$ cat config.mk
export PLATFORM = sky130hd
export DESIGN_NAME = wdu_top
export DESIGN_NICKNAME = d
export VERILOG_FILES = /design/src/core/wdu_pkg.sv /design/src/core/wdu_tick_if.sv /design/src/core/wdu_sync.sv /design/src/core/wdu_counter.sv /design/src/core/wdu_top.sv
export SDC_FILE = /design/constraint.sdc
export NUM_CORES = 1
export LEC_CHECK = 0
export BUFFER_PORTS_ARGS = -buffer_cell sky130_fd_sc_hd__buf_2
export CAP_MARGIN = 20
export CORE_UTILIZATION = 49
export CTS_CLUSTER_DIAMETER = 150
export CTS_CLUSTER_SIZE = 28
export DETAILED_ROUTE_END_ITERATION = 12
export GPL_TIMING_DRIVEN = 1
export PLACE_DENSITY = 0.73
export SLEW_MARGIN = 20
export SYNTH_ARGS = -nofsm -noshare
export SYNTH_HDL_FRONTEND = slang
export SYNTH_HIERARCHICAL = 1
export SYNTH_SLANG_ARGS = --single-unit
$ cat constraint.sdc
create_clock -name clock -period 2.8 [get_ports clock]
set_input_delay 0.7 -clock clock [delete_from_list [all_inputs] [get_ports clock]]
set_output_delay 0.7 -clock clock [all_outputs]
set_load 0.02 [all_outputs]
$ cat src/core/wdu_pkg.sv
// watchdog timeout unit: shared constants and types
package wdu_pkg;
  // register byte addresses
  localparam logic [7:0] CTRL_ADDR = 8'h00;
  localparam logic [7:0] RESTART_ADDR = 8'h04;
  localparam logic [7:0] IRQ_STATUS_ADDR = 8'h08;
  localparam logic [7:0] IRQ_MASK_ADDR = 8'h0c;
  // control register field positions
  localparam int EN_BIT = 7;
  localparam int NMI_SEL_BIT = 6;
  localparam int CAUSE_BIT = 5;
  localparam int CLK_SEL_LO = 3;
  localparam int PERIOD_LO = 0;
  localparam logic [7:0] CTRL_RESET = 8'h00;
  // restart keys
  localparam logic [7:0] KEY_FIRST = 8'ha5;
  localparam logic [7:0] KEY_SECOND = 8'h5a;
  // clock select codes
  localparam logic [1:0] CLK_SYS = 2'h0;
  localparam logic [1:0] CLK_RTC = 2'h1;
  // counter reload values; each timeout lasts one tick more than its value
  localparam int CNT_W = 27;
  localparam logic [CNT_W-1:0] PERIOD_00 = 27'h7ffffff;
  localparam logic [CNT_W-1:0] PERIOD_01 = 27'h1ffffff;
  localparam logic [CNT_W-1:0] PERIOD_10 = 27'h03fffff;
  localparam logic [CNT_W-1:0] PERIOD_11 = 27'h003ffff;
  // interrupt status bits
  localparam int IRQ_TIMEOUT = 0;
  localparam int IRQ_RESTART = 1;
  localparam int SYNC_DEPTH = 3;
  typedef enum logic [1:0] {
    wdu_key_idle = 2'b00,
    wdu_key_armed = 2'b01
  } wdu_key_t;
endpackage

$ cat src/core/wdu_tick_if.sv
// tick and restart signals between watchdog top and counter
`timescale 1ns/10ps
interface wdu_tick_if;
  logic       tick;
  logic       restart;
  logic       run;
  logic [1:0] period;
  logic       expire;
  modport ctrl (output tick, output restart, output run, output period,
                input expire);
  modport cnt  (input tick, input restart, input run, input period,
                output expire);
endinterface

$ cat src/core/wdu_sync.sv
// three-stage synchroniser with agree-on-two-stages edge output
`timescale 1ns/10ps
module wdu_sync
  import wdu_pkg::*;
(
  // clock and reset
  input  wire logic clock,
  input  wire logic sys_rst,
  // async input and rising-edge pulse
  input  wire logic async_in,
  output logic      rise
);
  logic [SYNC_DEPTH-1:0] stage;
  logic                  level;

  always_ff @(posedge clock) begin
    if (sys_rst) begin
      stage <= '0;
    end else begin
      stage <= {stage[SYNC_DEPTH-2:0], async_in};
    end
  end

  // level changes only once stages two and three agree
  always_ff @(posedge clock) begin
    if (sys_rst) begin
      level <= 1'b0;
      rise  <= 1'b0;
    end else begin
      rise <= 1'b0;
      if (stage[1] == stage[2] && stage[2] != level) begin
        level <= stage[2];
        rise  <= stage[2];
      end
    end
  end
endmodule

$ cat src/core/wdu_counter.sv
// watchdog down counter with selectable period
`timescale 1ns/10ps
module wdu_counter
  import wdu_pkg::*;
(
  // clock and reset
  input  wire logic clock,
  input  wire logic sys_rst,
  // control link
  wdu_tick_if.cnt   lnk
);
  logic [CNT_W-1:0] count;
  logic [CNT_W-1:0] load_val;

  always_comb begin
    case (lnk.period)
      2'h0: load_val = PERIOD_00;
      2'h1: load_val = PERIOD_01;
      2'h2: load_val = PERIOD_10;
      default: load_val = PERIOD_11;
    endcase
  end

  always_ff @(posedge clock) begin
    if (sys_rst) begin
      count      <= PERIOD_00;
      lnk.expire <= 1'b0;
    end else begin
      lnk.expire <= 1'b0;
      if (!lnk.run || lnk.restart) begin
        count <= load_val;
      end else if (lnk.tick) begin
        if (count == '0) begin
          count      <= load_val;
          lnk.expire <= 1'b1;
        end else begin
          count <= count - 1'b1;
        end
      end
    end
  end

  a_expire_needs_run: assert property (
    @(posedge clock) disable iff (sys_rst)
    lnk.expire |-> $past(lnk.run) && $past(lnk.tick))
    else $error("expiry without running tick");
endmodule

$ cat src/core/wdu_top.sv
// watchdog timeout unit with AXI4-Lite registers
// Notes on behaviour
// - watchdog starts disabled after any system reset.
// - once enabled, writes cannot clear the enable bit.
// - two-bit period field, bits one to zero, picks four lengths.
// - counter ticks on system clock or real-time clock source.
// - every timeout sets the cause flag.
// - timeout resets the cpu unless interrupt response selected.
// - timeout output changes only on rising clock edge.
// - with interrupt response selected, timeout raises nonmaskable interrupt.
// - keys a5 then 5a reload counter; any delay between them.
// - period codes 00,01,10,11 give 2^27,2^25,2^22,2^18 ticks.
// - clock select 00 system, 01 real-time; 10 and 11 reserved.
// - cause flag cleared only by a non-watchdog reset.
`timescale 1ns/10ps
module wdu_top
  import wdu_pkg::*;
(
  // clock and reset
  input  wire logic        clock,
  input  wire logic        sys_rst,
  // reset cause from reset controller: high when last reset was ours
  input  wire logic        wdog_caused_rst,
  // real-time clock source, asynchronous
  input  wire logic        rtc_src,
  // axi4-lite write address
  input  wire logic        s_axi_awvalid,
  output logic             s_axi_awready,
  input  wire logic [7:0]  s_axi_awaddr,
  // axi4-lite write data
  input  wire logic        s_axi_wvalid,
  output logic             s_axi_wready,
  input  wire logic [31:0] s_axi_wdata,
  input  wire logic [3:0]  s_axi_wstrb,
  // axi4-lite write response
  output logic             s_axi_bvalid,
  input  wire logic        s_axi_bready,
  output logic [1:0]       s_axi_bresp,
  // axi4-lite read
  input  wire logic        s_axi_arvalid,
  output logic             s_axi_arready,
  input  wire logic [7:0]  s_axi_araddr,
  output logic             s_axi_rvalid,
  input  wire logic        s_axi_rready,
  output logic [31:0]      s_axi_rdata,
  output logic [1:0]       s_axi_rresp,
  // toward the cpu
  output logic             cpu_reset_req,
  output logic             cpu_nmi,
  output logic             irq
);
  wdu_tick_if lnk ();

  logic       watchdog_enable_bit;
  logic       nmi_select;
  logic       cause_flag;
  logic [1:0] timer_clock_select;
  logic [1:0] timeout_period_select;
  logic [1:0] irq_status;
  logic [1:0] irq_mask;
  wdu_key_t   key_state;
  logic       rtc_rise;
  logic       restart_done;

  // write channel capture
  logic       aw_held;
  logic       w_held;
  logic [7:0] aw_addr;
  logic [31:0] w_data;
  logic       w_lane0;
  logic       wr_fire;

  wdu_sync u_rtc_sync (
    .clock    (clock),
    .sys_rst  (sys_rst),
    .async_in (rtc_src),
    .rise     (rtc_rise)
  );

  wdu_counter u_counter (
    .clock   (clock),
    .sys_rst (sys_rst),
    .lnk     (lnk)
  );

  assign wr_fire = aw_held && w_held && !s_axi_bvalid;

  // axi write: address and data taken independently
  always_ff @(posedge clock) begin
    if (sys_rst) begin
      aw_held       <= 1'b0;
      w_held        <= 1'b0;
      aw_addr       <= 8'h00;
      w_data        <= 32'h0000_0000;
      w_lane0       <= 1'b0;
      s_axi_awready <= 1'b1;
      s_axi_wready  <= 1'b1;
      s_axi_bvalid  <= 1'b0;
    end else begin
      if (s_axi_awvalid && s_axi_awready) begin
        aw_held       <= 1'b1;
        aw_addr       <= s_axi_awaddr;
        s_axi_awready <= 1'b0;
      end
      if (s_axi_wvalid && s_axi_wready) begin
        w_held       <= 1'b1;
        w_data       <= s_axi_wdata;
        w_lane0      <= s_axi_wstrb[0];
        s_axi_wready <= 1'b0;
      end
      if (wr_fire) begin
        s_axi_bvalid <= 1'b1;
        aw_held      <= 1'b0;
        w_held       <= 1'b0;
      end
      if (s_axi_bvalid && s_axi_bready) begin
        s_axi_bvalid  <= 1'b0;
        s_axi_awready <= 1'b1;
        s_axi_wready  <= 1'b1;
      end
    end
  end

  // unmapped writes are dropped and answered with slave error
  always_ff @(posedge clock) begin
    if (sys_rst) begin
      s_axi_bresp <= 2'h0;
    end else if (wr_fire) begin
      s_axi_bresp <= (aw_addr == CTRL_ADDR || aw_addr == RESTART_ADDR ||
                      aw_addr == IRQ_STATUS_ADDR ||
                      aw_addr == IRQ_MASK_ADDR) ? 2'h0 : 2'h2;
    end
  end

  // control register
  always_ff @(posedge clock) begin
    if (sys_rst) begin
      watchdog_enable_bit   <= CTRL_RESET[EN_BIT];
      nmi_select            <= CTRL_RESET[NMI_SEL_BIT];
      timer_clock_select    <= CTRL_RESET[CLK_SEL_LO +: 2];
      timeout_period_select <= CTRL_RESET[PERIOD_LO +: 2];
    end else if (wr_fire && w_lane0 && aw_addr == CTRL_ADDR) begin
      watchdog_enable_bit   <= watchdog_enable_bit | w_data[EN_BIT];
      nmi_select            <= w_data[NMI_SEL_BIT];
      timer_clock_select    <= w_data[CLK_SEL_LO +: 2];
      timeout_period_select <= w_data[PERIOD_LO +: 2];
    end
  end

  // cleared only by a reset not caused by the watchdog
  // set on every timeout; a non-watchdog reset clear wins over it, no software clear
  always_ff @(posedge clock) begin
    if (sys_rst && !wdog_caused_rst) begin
      cause_flag <= 1'b0;
    end else if (sys_rst) begin
      cause_flag <= 1'b1;
    end else if (lnk.expire) begin
      cause_flag <= 1'b1;
    end
  end

  always_ff @(posedge clock) begin
    if (sys_rst) begin
      key_state    <= wdu_key_idle;
      restart_done <= 1'b0;
    end else begin
      restart_done <= 1'b0;
      if (wr_fire && w_lane0 && aw_addr == RESTART_ADDR) begin
        case (key_state)
          wdu_key_idle: begin
            if (w_data[7:0] == KEY_FIRST) begin
              key_state <= wdu_key_armed;
            end
          end
          wdu_key_armed: begin
            if (w_data[7:0] == KEY_SECOND) begin
              key_state    <= wdu_key_idle;
              restart_done <= 1'b1;
            end else if (w_data[7:0] != KEY_FIRST) begin
              key_state <= wdu_key_idle;
            end
          end
          default: key_state <= wdu_key_idle;
        endcase
      end
    end
  end

  // tick source; reserved codes stop the count
  always_comb begin
    case (timer_clock_select)
      CLK_SYS: lnk.tick = 1'b1;
      CLK_RTC: lnk.tick = rtc_rise;
      default: lnk.tick = 1'b0;
    endcase
  end
  assign lnk.run     = watchdog_enable_bit;
  assign lnk.restart = restart_done;
  assign lnk.period  = timeout_period_select;

  always_ff @(posedge clock) begin
    if (sys_rst) begin
      cpu_reset_req <= 1'b0;
      cpu_nmi       <= 1'b0;
    end else begin
      cpu_reset_req <= lnk.expire && !nmi_select;
      cpu_nmi       <= lnk.expire && nmi_select;
    end
  end

  // sticky events; a read of status clears, events win over the clear
  logic st_rd;
  assign st_rd = s_axi_arvalid && s_axi_arready &&
                 s_axi_araddr == IRQ_STATUS_ADDR;
  always_ff @(posedge clock) begin
    if (sys_rst) begin
      irq_status <= 2'h0;
      irq_mask   <= 2'h0;
      irq        <= 1'b0;
    end else begin
      irq_status <= (st_rd ? 2'h0 : irq_status) |
                    {restart_done, lnk.expire};
      if (wr_fire && w_lane0 && aw_addr == IRQ_MASK_ADDR) begin
        irq_mask <= w_data[1:0];
      end
      irq <= |(irq_status & irq_mask);
    end
  end

  // axi read, one cycle latency
  always_ff @(posedge clock) begin
    if (sys_rst) begin
      s_axi_arready <= 1'b1;
      s_axi_rvalid  <= 1'b0;
      s_axi_rdata   <= 32'h0000_0000;
      s_axi_rresp   <= 2'h0;
    end else begin
      if (s_axi_arvalid && s_axi_arready) begin
        s_axi_arready <= 1'b0;
        s_axi_rvalid  <= 1'b1;
        s_axi_rresp   <= 2'h0;
        case (s_axi_araddr)
          CTRL_ADDR: s_axi_rdata <= {24'h000000, watchdog_enable_bit,
              nmi_select, cause_flag, timer_clock_select, 1'b0,
              timeout_period_select};
          IRQ_STATUS_ADDR: s_axi_rdata <= {30'h0, irq_status};
          IRQ_MASK_ADDR:   s_axi_rdata <= {30'h0, irq_mask};
          RESTART_ADDR:    s_axi_rdata <= 32'h0000_0000;
          default: begin
            s_axi_rdata <= 32'h0000_0000;
            s_axi_rresp <= 2'h2;
          end
        endcase
      end else if (s_axi_rvalid && s_axi_rready) begin
        s_axi_rvalid  <= 1'b0;
        s_axi_arready <= 1'b1;
      end
    end
  end

  a_enable_sticky: assert property (
    @(posedge clock) disable iff (sys_rst)
    watchdog_enable_bit |=> watchdog_enable_bit)
    else $error("enable bit cleared without reset");
  a_reset_resp: assert property (
    @(posedge clock) disable iff (sys_rst)
    lnk.expire && !nmi_select |=> cpu_reset_req && !cpu_nmi)
    else $error("reset response missing");
  a_nmi_resp: assert property (
    @(posedge clock) disable iff (sys_rst)
    lnk.expire && nmi_select |=> cpu_nmi && !cpu_reset_req)
    else $error("nmi response missing");
  a_cause_set: assert property (
    @(posedge clock) disable iff (sys_rst)
    lnk.expire |=> cause_flag)
    else $error("cause flag not set on timeout");
  a_cause_hold: assert property (
    @(posedge clock) disable iff (sys_rst)
    cause_flag |=> cause_flag)
    else $error("cause flag cleared without reset");
  a_no_run_off: assert property (
    @(posedge clock) disable iff (sys_rst)
    !watchdog_enable_bit |-> ##1 !cpu_reset_req && !cpu_nmi)
    else $error("timeout while disabled");
  a_key_restart: assert property (
    @(posedge clock) disable iff (sys_rst)
    restart_done |-> $past(key_state) == wdu_key_armed)
    else $error("restart without first key");
  a_rsvd_clock: assert property (
    @(posedge clock) disable iff (sys_rst)
    timer_clock_select[1] |-> !lnk.tick)
    else $error("reserved clock select ticks");
  a_pulse_out: assert property (
    @(posedge clock) disable iff (sys_rst)
    cpu_nmi |=> !cpu_nmi)
    else $error("nmi longer than one cycle");

  c_enable: cover property (@(posedge clock) $rose(watchdog_enable_bit));
  c_restart: cover property (@(posedge clock) restart_done);
  c_nmi: cover property (@(posedge clock) cpu_nmi);
  c_reset: cover property (@(posedge clock) cpu_reset_req);
endmodule

# ---- Word-level counts from Yosys, hierarchy flattened
# Cells that the tools add are included.
# Widths: inputs -> output; s select.
dict set report op_classes {
  eq_ne 17
  addsub 1
  n_reduce_logical 41
  mux 21
  bitwise 7
}
# cell n
set ops {}
lappend ops {{$mux 27} 3}
lappend ops {{$pmux 27 s3} 1}
lappend ops {{$eq 8x4->1 const B} 4}
lappend ops {{$logic_not 27->1} 1}
lappend ops {{$sub 27x1->27 const B} 1}
lappend ops {{$pmux 8 s3} 1}
lappend ops {{$eq 8x3->1 const B} 2}
lappend ops {{$logic_and 1x1->1} 16}
lappend ops {{$logic_not 8->1} 2}
lappend ops {{$mux 2} 6}
lappend ops {{$eq 8x7->1 const B} 1}
lappend ops {{$eq 8x8->1 const B} 1}
lappend ops {{$mux 1} 8}
lappend ops {{$ne 8x8->1 const B} 1}
lappend ops {{$reduce_or 2->1} 4}
lappend ops {{$eq 2x1->1 const B} 3}
lappend ops {{$logic_not 2->1} 3}
lappend ops {{$reduce_bool 2->1} 3}
lappend ops {{$reduce_or 3->1} 2}
lappend ops {{$logic_not 1->1} 4}
lappend ops {{$logic_or 1x1->1} 4}
lappend ops {{$not 1->1} 4}
lappend ops {{$pmux 2 s2} 1}
lappend ops {{$reduce_or 4->1} 1}
lappend ops {{other kinds (10)} 10}
dict set report word_totals {
  output_inout_bits 44
  register_bits 110
  wordCells 117
  inputBits 61
}

# ---- Longest topological paths before layout
# Gate-level depths: netlist of the first run.
dict set report depth {
  depth_word 6
  mapped_depth 9
  ltp_nobuf 7
}

# ---- By module
# The synthesis of the first run kept the hierarchy.
# mod n_inst cells_per_inst seq_area_each_um2 area_each_um2
set by_module_without_submodules {}
lappend by_module_without_submodules {wdu_top 1 241 980.9 2110.8}
lappend by_module_without_submodules {wdu_counter 1 188 560.5 1591.5}
lappend by_module_without_submodules {wdu_sync 1 12 100.1 150.1}

# ---- Least setup slack after synthesis of the first run
# OpenSTA, ideal clock, no wires.
dict set report synth_path {
  path_kind {register -> register}
  startpoint {register u_counter.count[10]}
  endpoint {register u_counter.count[24]}
  t_required_ns 2.672
  stages_incl_launch_ff 6
  arrival_ns 2.060
  slack_ns 0.613
  path_buffers 0
  cell_sequence {dfxtp_1 or4_4 or4_4 nor4_2 and4_1 o31ai_2}
}
dict set report synth_via {
  elab_chain_cells 4
  elab_cells_between_ends 5
  cone_classes {1 x add/sub; 3 x mux; 1 x reduce/logical}
}
# item line_no
set synth_rtl {}
lappend synth_rtl {{start: declaration} wdu_counter.sv:12} ;# logic [CNT_W-1:0] count;
lappend synth_rtl {{start signal: assignment} wdu_counter.sv:31} ;# count <= load_val;
lappend synth_rtl {{start signal: assignment} wdu_counter.sv:34} ;# count <= load_val;
lappend synth_rtl {{start signal: assignment} wdu_counter.sv:37} ;# count <= count - 1'b1;
lappend synth_rtl {{$sub 27x1->27 / $logic_not 27->1 (equally long branches)} {wdu_counter.sv:37, wdu_counter.sv:33}}
lappend synth_rtl {{$mux 27 *} wdu_counter.sv:33} ;# if (count == '0) begin
lappend synth_rtl {{$mux 27 *} wdu_counter.sv:32} ;# end else if (lnk.tick) begin
lappend synth_rtl {{$mux 27 *} wdu_counter.sv:30} ;# if (!lnk.run || lnk.restart) begin
# Mark *: on every way between the ends. The rest lies on a longest branch, timed or not. The select of a mux whose other input is x is not followed.
# A chain may end at the register's enable or synchronous reset.

# ---- Worst setup path in the final report of the first run
dict set report layout_path {
  startpoint {register u_counter.count[10]}
  endpoint {register u_counter.count[19]}
}
# Same word-level chain as after synthesis.

==> reports/qor.txt, run 1 <==
=================================================================================
Run status ......................................................... finished clean
Initial DRC Count ..................................................          159
Hold slack final ...................................................       461 ps
Post-route DRC violation count .....................................            0
Critical path class ................................................      reg2reg
Share of the synthesized area in the top cell type .................        42.6%
Latest clock arrival within the worst-skew pair ....................       360 ps
Net switching power figure .........................................       575 uW
Cell area after layout .............................................   4270 sq um
Count of nets after finishing ......................................          552
Slowest cell on the critical path .................................. sky130_fd_sc_hd__or4_4
Number of enable flip-flop cells after synthesis ...................            0
Number of nets with antenna violations after routing ...............            0
WP data required ...................................................      3020 ps
RSZ-0062 raised after global routing ...............................        false
Count of different cell masters after synthesis ....................           73
Most common cell in the netlist .................................... sky130_fd_sc_hd__dfxtp_1
CTS clock-pin slew for the worst setup and hold paths ..............        90 ps
Hold buffer count at CTS ...........................................            0
Sequential fraction of design power ................................        56.6%
Type of origin of the critical path ................................    flip-flop
Hold violation count in the final report ...........................            0
Initial core utilization ...........................................        52.0%
Clock Path Buffers .................................................            2
Share of power burned in combinational logic .......................         7.4%
Final Worst Setup Slack ............................................       457 ps
Number of post-CTS setup repair buffers ............................            0
Placement Rows .....................................................           31
First element of the critical path ................................. u_counter/count[10]
Count of vias placed by the detailed router ........................         3200
Worst slew slack as a fraction of its limit ........................        53.6%
Final HPWL from detailed placement ................................. 5800 microns
Sort of element at the end of the critical path ....................    flip-flop
H-Tree Depth .......................................................            3
Global-route wire length before repair ............................. 13600 microns
Total area of sequential cells .....................................   1640 sq um
Static Leakage .....................................................      1.66 nW
Total wirelength of the detailed-routed design ..................... 8080 microns
Highest clock rate .................................................      427 MHz
Share of synthesized area occupied by flip-flops and latches .......        42.6%
Clock share of power ...............................................        36.0%
P per Cell Area ....................................................  502 nW/um^2
Class of the tightest hold or removal check ........................      reg2reg
Worst r2r src ...................................................... u_counter/count[10]
Core Region ........................................................   7410 sq um
Mapped cell area ...................................................   3850 sq um
Initial antenna violation count ....................................            0
Share of layout cells above drive strength 1 .......................        19.8%
Int Pwr ............................................................      1.57 mW
Worst Path Arrival .................................................      2560 ps
Skew final .........................................................      11.2 ps
Ports placed on the boundary .......................................          105
Number of optimization iterations in the first detailed-route pass .            4
Total CTS buffers ..................................................            9
Area overhead of the layout relative to synthesis ..................        10.8%
Number of global-route vias before repair ..........................         2886
Number of filler instances in the final layout .....................          690
Ordered list of cells on the worst path ............................ or4_4 > or4_4 > o31ai_4 > and2b_1 > o221ai_1
Final RePlAce weighted congestion ..................................        0.903
Post-route fraction of the period consumed by the critical path ....        83.7%
Placed inst area ...................................................   4100 sq um
Final number of max-transition violations ..........................            0
Flip-flop and latch count after synthesis ..........................           82
Clock tree from TritonCTS ..........................................         done
Sinks on Clock Net .................................................           82
Footprint of the multi-input gates .................................   2000 sq um
Synthesized area per cell ..........................................   8.74 sq um
Vertical die dimension ............................................. 90.7 microns
Sw Ratio ...........................................................        26.8%
Die extent in x .................................................... 90.7 microns
Share of flip-flops with an asynchronous set or reset ..............           0%
Cell mode on critical path ......................................... sky130_fd_sc_hd__or4_4
Full die area ......................................................   8220 sq um
Post-cts sizing count ..............................................            0
Post-synth top cells ............................................... 82 x sky130_fd_sc_hd__dfxtp_1, 67 x sky130_fd_sc_hd__nand2_1, 31 x sky130_fd_sc_hd__a21oi_1, 27 x sky130_fd_sc_hd__buf_4, 25 x sky130_fd_sc_hd__nor2_1
Total power of the final layout ....................................      2.15 mW
Dominant cell type by area after synthesis ......................... sky130_fd_sc_hd__dfxtp_1
Highest fanout seen on the critical path ...........................            6
Startpoint of the worst hold path .................................. u_rtc_sync/stage[0]
DP Worst Slack .....................................................       461 ps
Maximum vdd ir drop ................................................   0.000244 V
Max-capacitance violation count ....................................            0
Via density ........................................................         5.40
Root Buffer Master ................................................. sky130_fd_sc_hd__clkbuf_8
Predominant post-synthesis flop cell ............................... sky130_fd_sc_hd__dfxtp_1
Input/output buffers ...............................................           50
Aggregate global routing overflow ..................................            0
N_diodes ...........................................................            0
Number of synthesis warnings .......................................            6
Maximum single-stage delay on the critical path ....................       590 ps
Transition time at the pin with the least slew margin ..............       690 ps
Setup-failing EPs final ............................................            0
Sum of negative setup slack ........................................         0 ps
Tmin final .........................................................      2340 ps
Global Route Usage Sum .............................................        20.6%
Dominant cells by area after synthesis ............................. sky130_fd_sc_hd__dfxtp_1 43%, sky130_fd_sc_hd__nand2_1 6.5%, sky130_fd_sc_hd__buf_4 5.3%, sky130_fd_sc_hd__a21oi_1 4.0%, sky130_fd_sc_hd__mux2i_1 2.6%
Post-synthesis cell count ..........................................          441
Pin count of the biggest net entering global routing ...............           44
Routed wire per std cell ........................................... 13.6 microns
=================================================================================
-- path summary, 6_finish.rpt --
kind | to | slack (ps) | depth (start not counted)
max | u_counter/count[19] | 460 | 5
min | u_rtc_sync/stage[1] | 460 | 1
max reg2reg | u_counter/count[19] | 460 | 5
min reg2reg | u_rtc_sync/stage[1] | 460 | 1
-- layer usage --
| layer | vias up | routed length, microns | part of all wire, % | global-route usage (%) |
|---|---|---|---|---|
| met2 | 108 | 3560 | 44 | 31.1 |
| met1 | 1459 | 3910 | 48 | 28.5 |
| met5 | - | 0 | 0 | 0 |
| li1 | 1622 | - | - | - |
| met4 | 0 | 127 | 1.6 | 9.27 |
| met3 | 11 | 485 | 6.0 | 3.70 |
-- cells by family after synthesis --
group	after synthesis	share of synthesized area, %
muxes	10	2.60
and+or+nand+nor	196	28.1
adders and majority gates	2	0.649
xor gates and xnor gates	12	2.73
AOI/OAI and AO/OA	84	15.4
other	1	0.0973
DFF	82	42.6
buffers and inverters	54	7.89
-- placed cells by master, fill, tap and decap left out, types with 4 or more instances in the layout --
cell and instances:
sky130_fd_sc_hd__buf_4 5, sky130_fd_sc_hd__nor3b_1 6, sky130_fd_sc_hd__nand2_1 67, sky130_fd_sc_hd__xnor2_1 5, sky130_fd_sc_hd__mux2i_1 10, sky130_fd_sc_hd__conb_1 27
sky130_fd_sc_hd__nor4_1 8, sky130_fd_sc_hd__nand4_1 4, sky130_fd_sc_hd__a22o_1 6, sky130_fd_sc_hd__a21oi_1 31, sky130_fd_sc_hd__o21ai_0 10, sky130_fd_sc_hd__nor2b_1 4
sky130_fd_sc_hd__dfxtp_1 82, sky130_fd_sc_hd__buf_2 50, sky130_fd_sc_hd__or4_4 4, sky130_fd_sc_hd__inv_1 9, sky130_fd_sc_hd__nand3_1 19, sky130_fd_sc_hd__xor2_1 7
sky130_fd_sc_hd__clkbuf_8 9, sky130_fd_sc_hd__and3_1 8, sky130_fd_sc_hd__or2_2 4, sky130_fd_sc_hd__nor3_1 11, sky130_fd_sc_hd__nor2_1 25
-- power by group through the flow --
stage	sequential, mW	combinational, mW	clock (mW)
6_report	1.21	0.159	0.773
5_1_grt	1.22	0.176	0.846
4_1_cts	1.21	0.159	0.793
3_5_place_dp	1.24	0.158	0
3_3_place_gp	1.24	0.155	0
2_1_floorplan	1.24	0.132	0
-- final cells by class --
class / count / area share, %
clock buffers: 9 / 2.90
clock inverters: 7 / 1.20
inverters: 10 / 0.879
multi-input cells: 331 / 46.9
flip-flops and latches: 82 / 38.4
well taps: 99 / 2.90
repair buffers: 55 / 6.74
-- flip-flops by register name, summed over array words and instances (netlist names), 2 cells and up --
name / count
aw_addr: 8
irq_mask: 2
irq_status: 2
lnk.period: 2
s_axi_rdata: 7
timer_clock_select: 2
u_counter/count: 27
u_rtc_sync/stage: 3
w_data: 8
-- worst max-delay path, delay by kind of cell, from the launching register on --
kind / cells / cell delay, ps
flops: 1 / 350
simple gates: 3 / 1400
compound gates: 2 / 450
-- stage by stage --
step | instances | utilization, %
finish | 593 | 57.6
global route | 593 | 57.6
CTS | 593 | 57.6
detailed placement | 577 | 55.3
global placement | 577 | 55.3
floorplan | 467 | -
No activity file was read; power rests on OpenSTA's default activity.
==> run 2, diff against run 1 <==
Settings changed: CORE_UTILIZATION 49 to 47, PLACE_DENSITY 0.73 to 0.74.
Clock period 2.8 ns to 1.9 ns, I/O delays scaled along.
==> reports/qor.txt, run 2 (synthesized netlist as in run 1, its figures left out) <==
=================================================================================
Sequential fraction of design power ................................        51.0%   -5.6 points
Skew final .........................................................      7.51 ps   -3.65 ps
Total power of the final layout ....................................      3.51 mW   +63%
Total CTS buffers ..................................................            9   unchanged
DP Worst Slack .....................................................      -257 ps   -718 ps
Full die area ......................................................   8560 sq um   +4.2%
Ports placed on the boundary .......................................          105   unchanged
Class of the tightest hold or removal check ........................       in2reg
Run status ......................................................... finished, violations left
Clock tree from TritonCTS ..........................................         done
Latest clock arrival within the worst-skew pair ....................       360 ps   about the same
Sw Ratio ...........................................................        24.8%   -2.0 points
Top reg by flops ................................................... u_counter/count
Int Pwr ............................................................      2.64 mW   +68%
Count of vias placed by the detailed router ........................         3481   +8.8%
Initial DRC Count ..................................................          260   +64%
Sum of negative setup slack ........................................     -3590 ps   -3590 ps
Area overhead of the layout relative to synthesis ..................        25.8%
Root Buffer Master ................................................. sky130_fd_sc_hd__clkbuf_8
Sort of element at the end of the critical path ....................    flip-flop
Slowest cell on the critical path .................................. sky130_fd_sc_hd__or4_4
Post-route DRC violation count .....................................            0   unchanged
Post-route fraction of the period consumed by the critical path ....         113%   +29 points
Final HPWL from detailed placement ................................. 6210 microns   +7.1%
Initial core utilization ...........................................        49.3%   -2.7 points
Type of origin of the critical path ................................    flip-flop
Routed wire per std cell ........................................... 14.0 microns   +2.8%
CTS clock-pin slew for the worst setup and hold paths ..............        90 ps   about the same
Placement Rows .....................................................           32   +3.2%
Initial antenna violation count ....................................            0   unchanged
Final number of max-transition violations ..........................            0   unchanged
Maximum vdd ir drop ................................................   0.000472 V   +93%
Static Leakage .....................................................      1.93 nW   +16%
Cell count after placement .........................................          617   +6.9%
Count of nets after finishing ......................................          595   +7.8%
Global-route wire length before repair ............................. 14500 microns   +6.6%
Largest registers ranked by flip-flop count ........................ u_counter/count: 27 flops, aw_addr: 8 flops, w_data: 8 flops
Most used cells in the layout excluding fill and tap cells ......... 80 x sky130_fd_sc_hd__dfxtp_1, 60 x sky130_fd_sc_hd__nand2_1, 50 x sky130_fd_sc_hd__buf_2
Tmin final .........................................................      2150 ps   -193 ps
Hold violation count in the final report ...........................            0   unchanged
Final Worst Setup Slack ............................................      -250 ps   -707 ps
Share of layout cells above drive strength 1 .......................        31.3%   +11 points
Maximum single-stage delay on the critical path ....................       580 ps   about the same
Count of non-filler cells in the finished layout ...................          639   +7.8%
Net switching power figure .........................................       871 uW   +51%
Clock Path Buffers .................................................            2   unchanged
N_diodes ...........................................................            0   unchanged
P per Cell Area ....................................................  724 nW/um^2   +44%
Placed inst area ...................................................   4410 sq um   +7.6%
Share of power burned in combinational logic .......................         7.0%   -0.4 points
Number of nets with antenna violations after routing ...............            0   unchanged
Ordered list of cells on the worst path ............................ or4_4 > or4_4 > o31ai_4 > and2b_2 > o221ai_2
Number of optimization iterations in the first detailed-route pass .            6   +2
Hold slack final ...................................................       312 ps   -149 ps
Violations in the final reports .................................... negative setup slack
Input/output buffers ...............................................           50   unchanged
Worst Path Arrival .................................................      2400 ps   -160 ps
Via density ........................................................         5.45   +0.95%
Highest fanout seen on the critical path ...........................            4   -2
Final RePlAce weighted congestion ..................................        0.903   about the same
Critical path class ................................................      reg2reg
Vertical die dimension ............................................. 92.5 microns   +2.1%
H-Tree Depth .......................................................            3   unchanged
Final Util .........................................................        62.1%   +4.4 points
WP data required ...................................................      2150 ps   -870 ps
Die extent in x .................................................... 92.5 microns   +2.1%
Total wirelength of the detailed-routed design ..................... 8950 microns   +11%
Highest clock rate .................................................      465 MHz   +9.0%
Most common cell after layout, fill and taps aside ................. sky130_fd_sc_hd__dfxtp_1
Number of global-route vias before repair ..........................         3162   +9.6%
RSZ-0062 raised after global routing ...............................         true
Global Route Usage Sum .............................................        21.3%   +0.76 points
Core Region ........................................................   7810 sq um   +5.4%
Flip-flop count of the largest register after layout ...............           27   unchanged
Setup-failing EPs final ............................................           27   +27
Pin count of the biggest net entering global routing ...............           44   unchanged
Max-capacitance violation count ....................................            0   unchanged
Aggregate global routing overflow ..................................            0   unchanged
Cell area after layout .............................................   4840 sq um   +13%
Clock share of power ...............................................        42.0%   +6.0 points
Cell mode on critical path ......................................... sky130_fd_sc_hd__or4_4
Sinks on Clock Net .................................................           82   unchanged
=================================================================================
[run 2: final cells by class]
class                      count  area, sq um
clock buffer                  10          138
clock inverter                 6         96.3
fill                         666         2960
inverter                      10         37.5
multi-input combinational    331         2160
sequential                    82         1640
tap                          102          128
timing repair buffer          98          642
[run 2: path summary, 6_finish.rpt]
kind	slack, ps	cells past startpoint	end	from
setup / recovery	-250	5	u_counter/count[19]	u_counter/count[17]
hold / removal	310	2	s_axi_wready	s_axi_wvalid
setup reg to reg	-250	5	u_counter/count[19]	u_counter/count[17]
hold reg to reg	460	1	u_rtc_sync/stage[1]	u_rtc_sync/stage[0]
[run 2: critical path: cells and delay by family (launching register included)]
kind	cells	cell delay, ps
AND/OR/NAND/NOR	3	1350
AO/OA/AOI/OAI	2	360
flip-flops	1	320
[run 2: what timing repair did]
action,4_1_cts,5_1_grt
setup buffers,4,0
pin swaps,4,3
endpoints found under the setup margin,28,28
endpoints found under the hold margin,0,0
cloned,2,0
gates resized for setup,29,12
hold buffers,0,0
[run 2: power groups by stage]
| stage | Sequential, mW | Combinational [mW] | Clock, mW |
|---|---|---|---|
| 4_1_cts | 1.79 | 0.246 | 1.50 |
| 3_5_place_dp | 1.83 | 0.244 | 0 |
| 6_report | 1.79 | 0.246 | 1.47 |
| 2_1_floorplan | 1.83 | 0.195 | 0 |
| 5_1_grt | 1.80 | 0.272 | 1.57 |
| 3_3_place_gp | 1.83 | 0.239 | 0 |
[run 2: layer usage]
layer	share of wire [%]	track usage (%)	up-vias
li1	-	-	1705
met1	46	28.2	1612
met2	46	33.8	132
met3	5.5	3.94	32
met4	2.5	9.51	0
met5	0	0	-
==> run 3, diff against run 2 <==
Settings changed: CORE_ASPECT_RATIO set to 0.6.
==> reports/qor.txt, run 3 (synthesized netlist as in run 1, its figures left out) <==
=================================================================================
Run status ......................................................... finished, violations left
Violations in the final reports .................................... negative setup slack
Placement Rows .....................................................           25   -22%
Number of cells on the worst reg-to-reg path .......................            6   +1
Number of global-route vias before repair ..........................         3367   +6.5%
Slowest cell on the critical path .................................. sky130_fd_sc_hd__or4_4
Placed inst area ...................................................   4440 sq um   +0.68%
Worst reg2reg setup slack ..........................................      -340 ps   -90 ps
Number of nets with antenna violations after routing ...............            0   unchanged
Class of the tightest hold or removal check ........................       in2reg
Clock Path Buffers .................................................            2   unchanged
Most common cell after layout, fill and taps aside ................. sky130_fd_sc_hd__dfxtp_1
Worst Hold Path EP .................................................   cause_flag
Highest fanout seen on the critical path ...........................            4   unchanged
Skew final .........................................................      5.24 ps   -2.27 ps
Vertical die dimension ............................................. 72.1 microns   -22%
Final Worst Setup Slack ............................................      -336 ps   -86.0 ps
Global-route wire length before repair ............................. 16600 microns   +14%
Via density ........................................................         5.48   +0.60%
Core Region ........................................................   7910 sq um   +1.4%
Final RePlAce weighted congestion ..................................        0.919   +1.7%
Count of vias placed by the detailed router ........................         3573   +2.6%
Sum of negative setup slack ........................................     -4890 ps   -1300 ps
Initial antenna violation count ....................................            0   unchanged
Number of optimization iterations in the first detailed-route pass .            5   -1
Area overhead of the layout relative to synthesis ..................        29.8%
DP Worst Slack .....................................................      -227 ps   +29.4 ps
Post-route DRC violation count .....................................            0   unchanged
Count of nets after finishing ......................................          602   +1.2%
Total CTS buffers ..................................................            9   unchanged
Setup-failing EPs final ............................................           27   unchanged
WP data required ...................................................      2130 ps   -20 ps
Cell area after layout .............................................   5000 sq um   +3.3%
CTS clock-pin slew for the worst setup and hold paths ..............        60 ps   -30 ps
Sw Ratio ...........................................................        23.0%   -1.9 points
Initial core utilization ...........................................        48.7%   -0.66 points
Sinks on Clock Net .................................................           82   unchanged
Share of power burned in combinational logic .......................         6.6%   -0.4 points
Hold buffer count at CTS ...........................................            0   unchanged
Top reg by flops ................................................... u_counter/count
Clock share of power ...............................................        45.8%   +3.8 points
Final number of max-transition violations ..........................            0   unchanged
Flip-flop count of the largest register after layout ...............           27   unchanged
Sequential fraction of design power ................................        47.6%   -3.4 points
Input/output buffers ...............................................           50   unchanged
Root Buffer Master ................................................. sky130_fd_sc_hd__clkbuf_16
Maximum single-stage delay on the critical path ....................       570 ps   about the same
Highest clock rate .................................................      447 MHz   -3.8%
Post-route fraction of the period consumed by the critical path ....         118%   +4.5 points
Global Route Usage Sum .............................................        24.6%   +3.3 points
N_diodes ...........................................................            0   unchanged
H-Tree Depth .......................................................            3   unchanged
Critical R2R Capture ............................................... u_counter/count[18]
Transition time at the pin with the least slew margin ..............       539 ps
Ports placed on the boundary .......................................          105   unchanged
Final HPWL from detailed placement ................................. 7000 microns   +13%
Share of layout cells above drive strength 1 .......................        32.0%   +0.70 points
Worst Path Arrival .................................................      2470 ps   +70 ps
Worst slew slack as a fraction of its limit ........................        63.9%
P per Cell Area ....................................................  752 nW/um^2   +3.9%
Final Util .........................................................        63.2%   +1.2 points
Full die area ......................................................   8570 sq um   +0.14%
Type of origin of the critical path ................................    flip-flop
Initial DRC Count ..................................................          244   -6.2%
Hold violation count in the final report ...........................            0   unchanged
Int Pwr ............................................................      2.90 mW   +9.9%
Die extent in x ....................................................  119 microns   +28%
Clock tree from TritonCTS ..........................................         done
Number of filler instances in the final layout .....................          639   -4.1%
Total area of sequential cells .....................................   1640 sq um   about the same
Net switching power figure .........................................       865 uW   -0.70%
Hold path depth ....................................................            3   +1
Static Leakage .....................................................      2.01 nW   +4.1%
RSZ-0062 raised after global routing ...............................         true
Ordered list of cells on the worst path ............................ or4_4 > or4_4 > o31ai_4 > buf_4 > a21oi_1 > o211ai_1
Routed wire per std cell ........................................... 15.4 microns   +10%
Aggregate global routing overflow ..................................            0   unchanged
Maximum vdd ir drop ................................................   0.000502 V   +6.4%
Startpoint of the worst hold path .................................. wdog_caused_rst
Latest clock arrival within the worst-skew pair ....................       330 ps   -30 ps
Cell mode on critical path ......................................... sky130_fd_sc_hd__or4_4
Sort of element at the end of the critical path ....................    flip-flop
Max-capacitance violation count ....................................            0   unchanged
Footprint of the multi-input gates .................................   2170 sq um   +0.29%
Total wirelength of the detailed-routed design ..................... 10000 microns   +12%
Largest registers ranked by flip-flop count ........................ u_counter/count: 27 flops, aw_addr: 8 flops, w_data: 8 flops
Most used cells in the layout excluding fill and tap cells ......... 81 x sky130_fd_sc_hd__dfxtp_1, 53 x sky130_fd_sc_hd__nand2_1, 50 x sky130_fd_sc_hd__buf_2
Worst r2r src ...................................................... u_counter/count[17]
Pin count of the biggest net entering global routing ...............           44   unchanged
Hold slack final ...................................................       347 ps   +34.6 ps
Tmin final .........................................................      2240 ps   +86.0 ps
Critical path class ................................................      reg2reg
=================================================================================
## run 3: changes by cell type in the layout (fill, tap and decap cells not counted), moves of 3 or more
cell,change
sky130_fd_sc_hd__nand2_1,-7
sky130_fd_sc_hd__buf_6,-3
sky130_fd_sc_hd__clkbuf_8,-9
sky130_fd_sc_hd__clkbuf_16,+9
sky130_fd_sc_hd__nand2_2,+7
sky130_fd_sc_hd__buf_4,+7
## run 3: per-layer routing
metal	GRT usage, %	vias up	part of all wire [%]
met3	7.00	20	8.5
met4	7.88	0	1.6
li1	-	1727	-
met2	37.2	166	43
met5	0	-	0
met1	33.9	1660	47
## run 3: how the worst max path moves through the flow
stage,cells after the start,from,to,slack (ps)
floorplan,5,u_counter/count[17],u_counter/count[19],-160
global placement,5,u_counter/count[17],u_counter/count[19],-220
detailed placement,5,u_counter/count[17],u_counter/count[19],-230
CTS,5,u_counter/count[17],u_counter/count[19],-240
global route,6,u_counter/count[17],u_counter/count[18],-370
finish,6,u_counter/count[17],u_counter/count[18],-340
## run 3: power by group through the flow
stage	Combinational (mW)	Sequential (mW)	Clock [mW]
floorplan	0.195	1.83	0
global placement	0.239	1.83	0
detailed placement	0.246	1.83	0
CTS	0.247	1.79	1.75
global route	0.275	1.80	1.83
finish	0.248	1.79	1.72
## run 3: stage by stage
| stage | cells | total power [mW] |
|---|---|---|
| after detailed placement | 626 | 2.07 |
| final | 652 | 3.76 |
| after global placement | 626 | 2.07 |
| after CTS | 647 | 3.79 |
| after global routing | 652 | 3.90 |
| after floorplan | 467 | 2.02 |
## run 3: final cells by class
class                   instances  area share [%]
flip-flops and latches         82            32.8
repair buffers                105            14.5
multi-input cells             331            43.3
clock inverters                 4            1.03
well taps                     108            2.70
clock buffers                  12            4.93
inverters                      10           0.750
## run 3: what timing repair did
item | CTS | global route
endpoints found under the setup margin | 27 | 28
pin swaps | 9 | 7
buffers inserted | 4 | 5
gates cloned | 1 | 0
gates resized for setup | 35 | 7
hold endpoints to repair | 0 | 0
## run 3: worst max-delay path, delay by kind of cell (launching register included)
family	cells	cell delay [ps]
DFF	1	310
buffers and inverters	1	160
and+or+nand+nor	2	1100
AOI/OAI and AO/OA	3	570
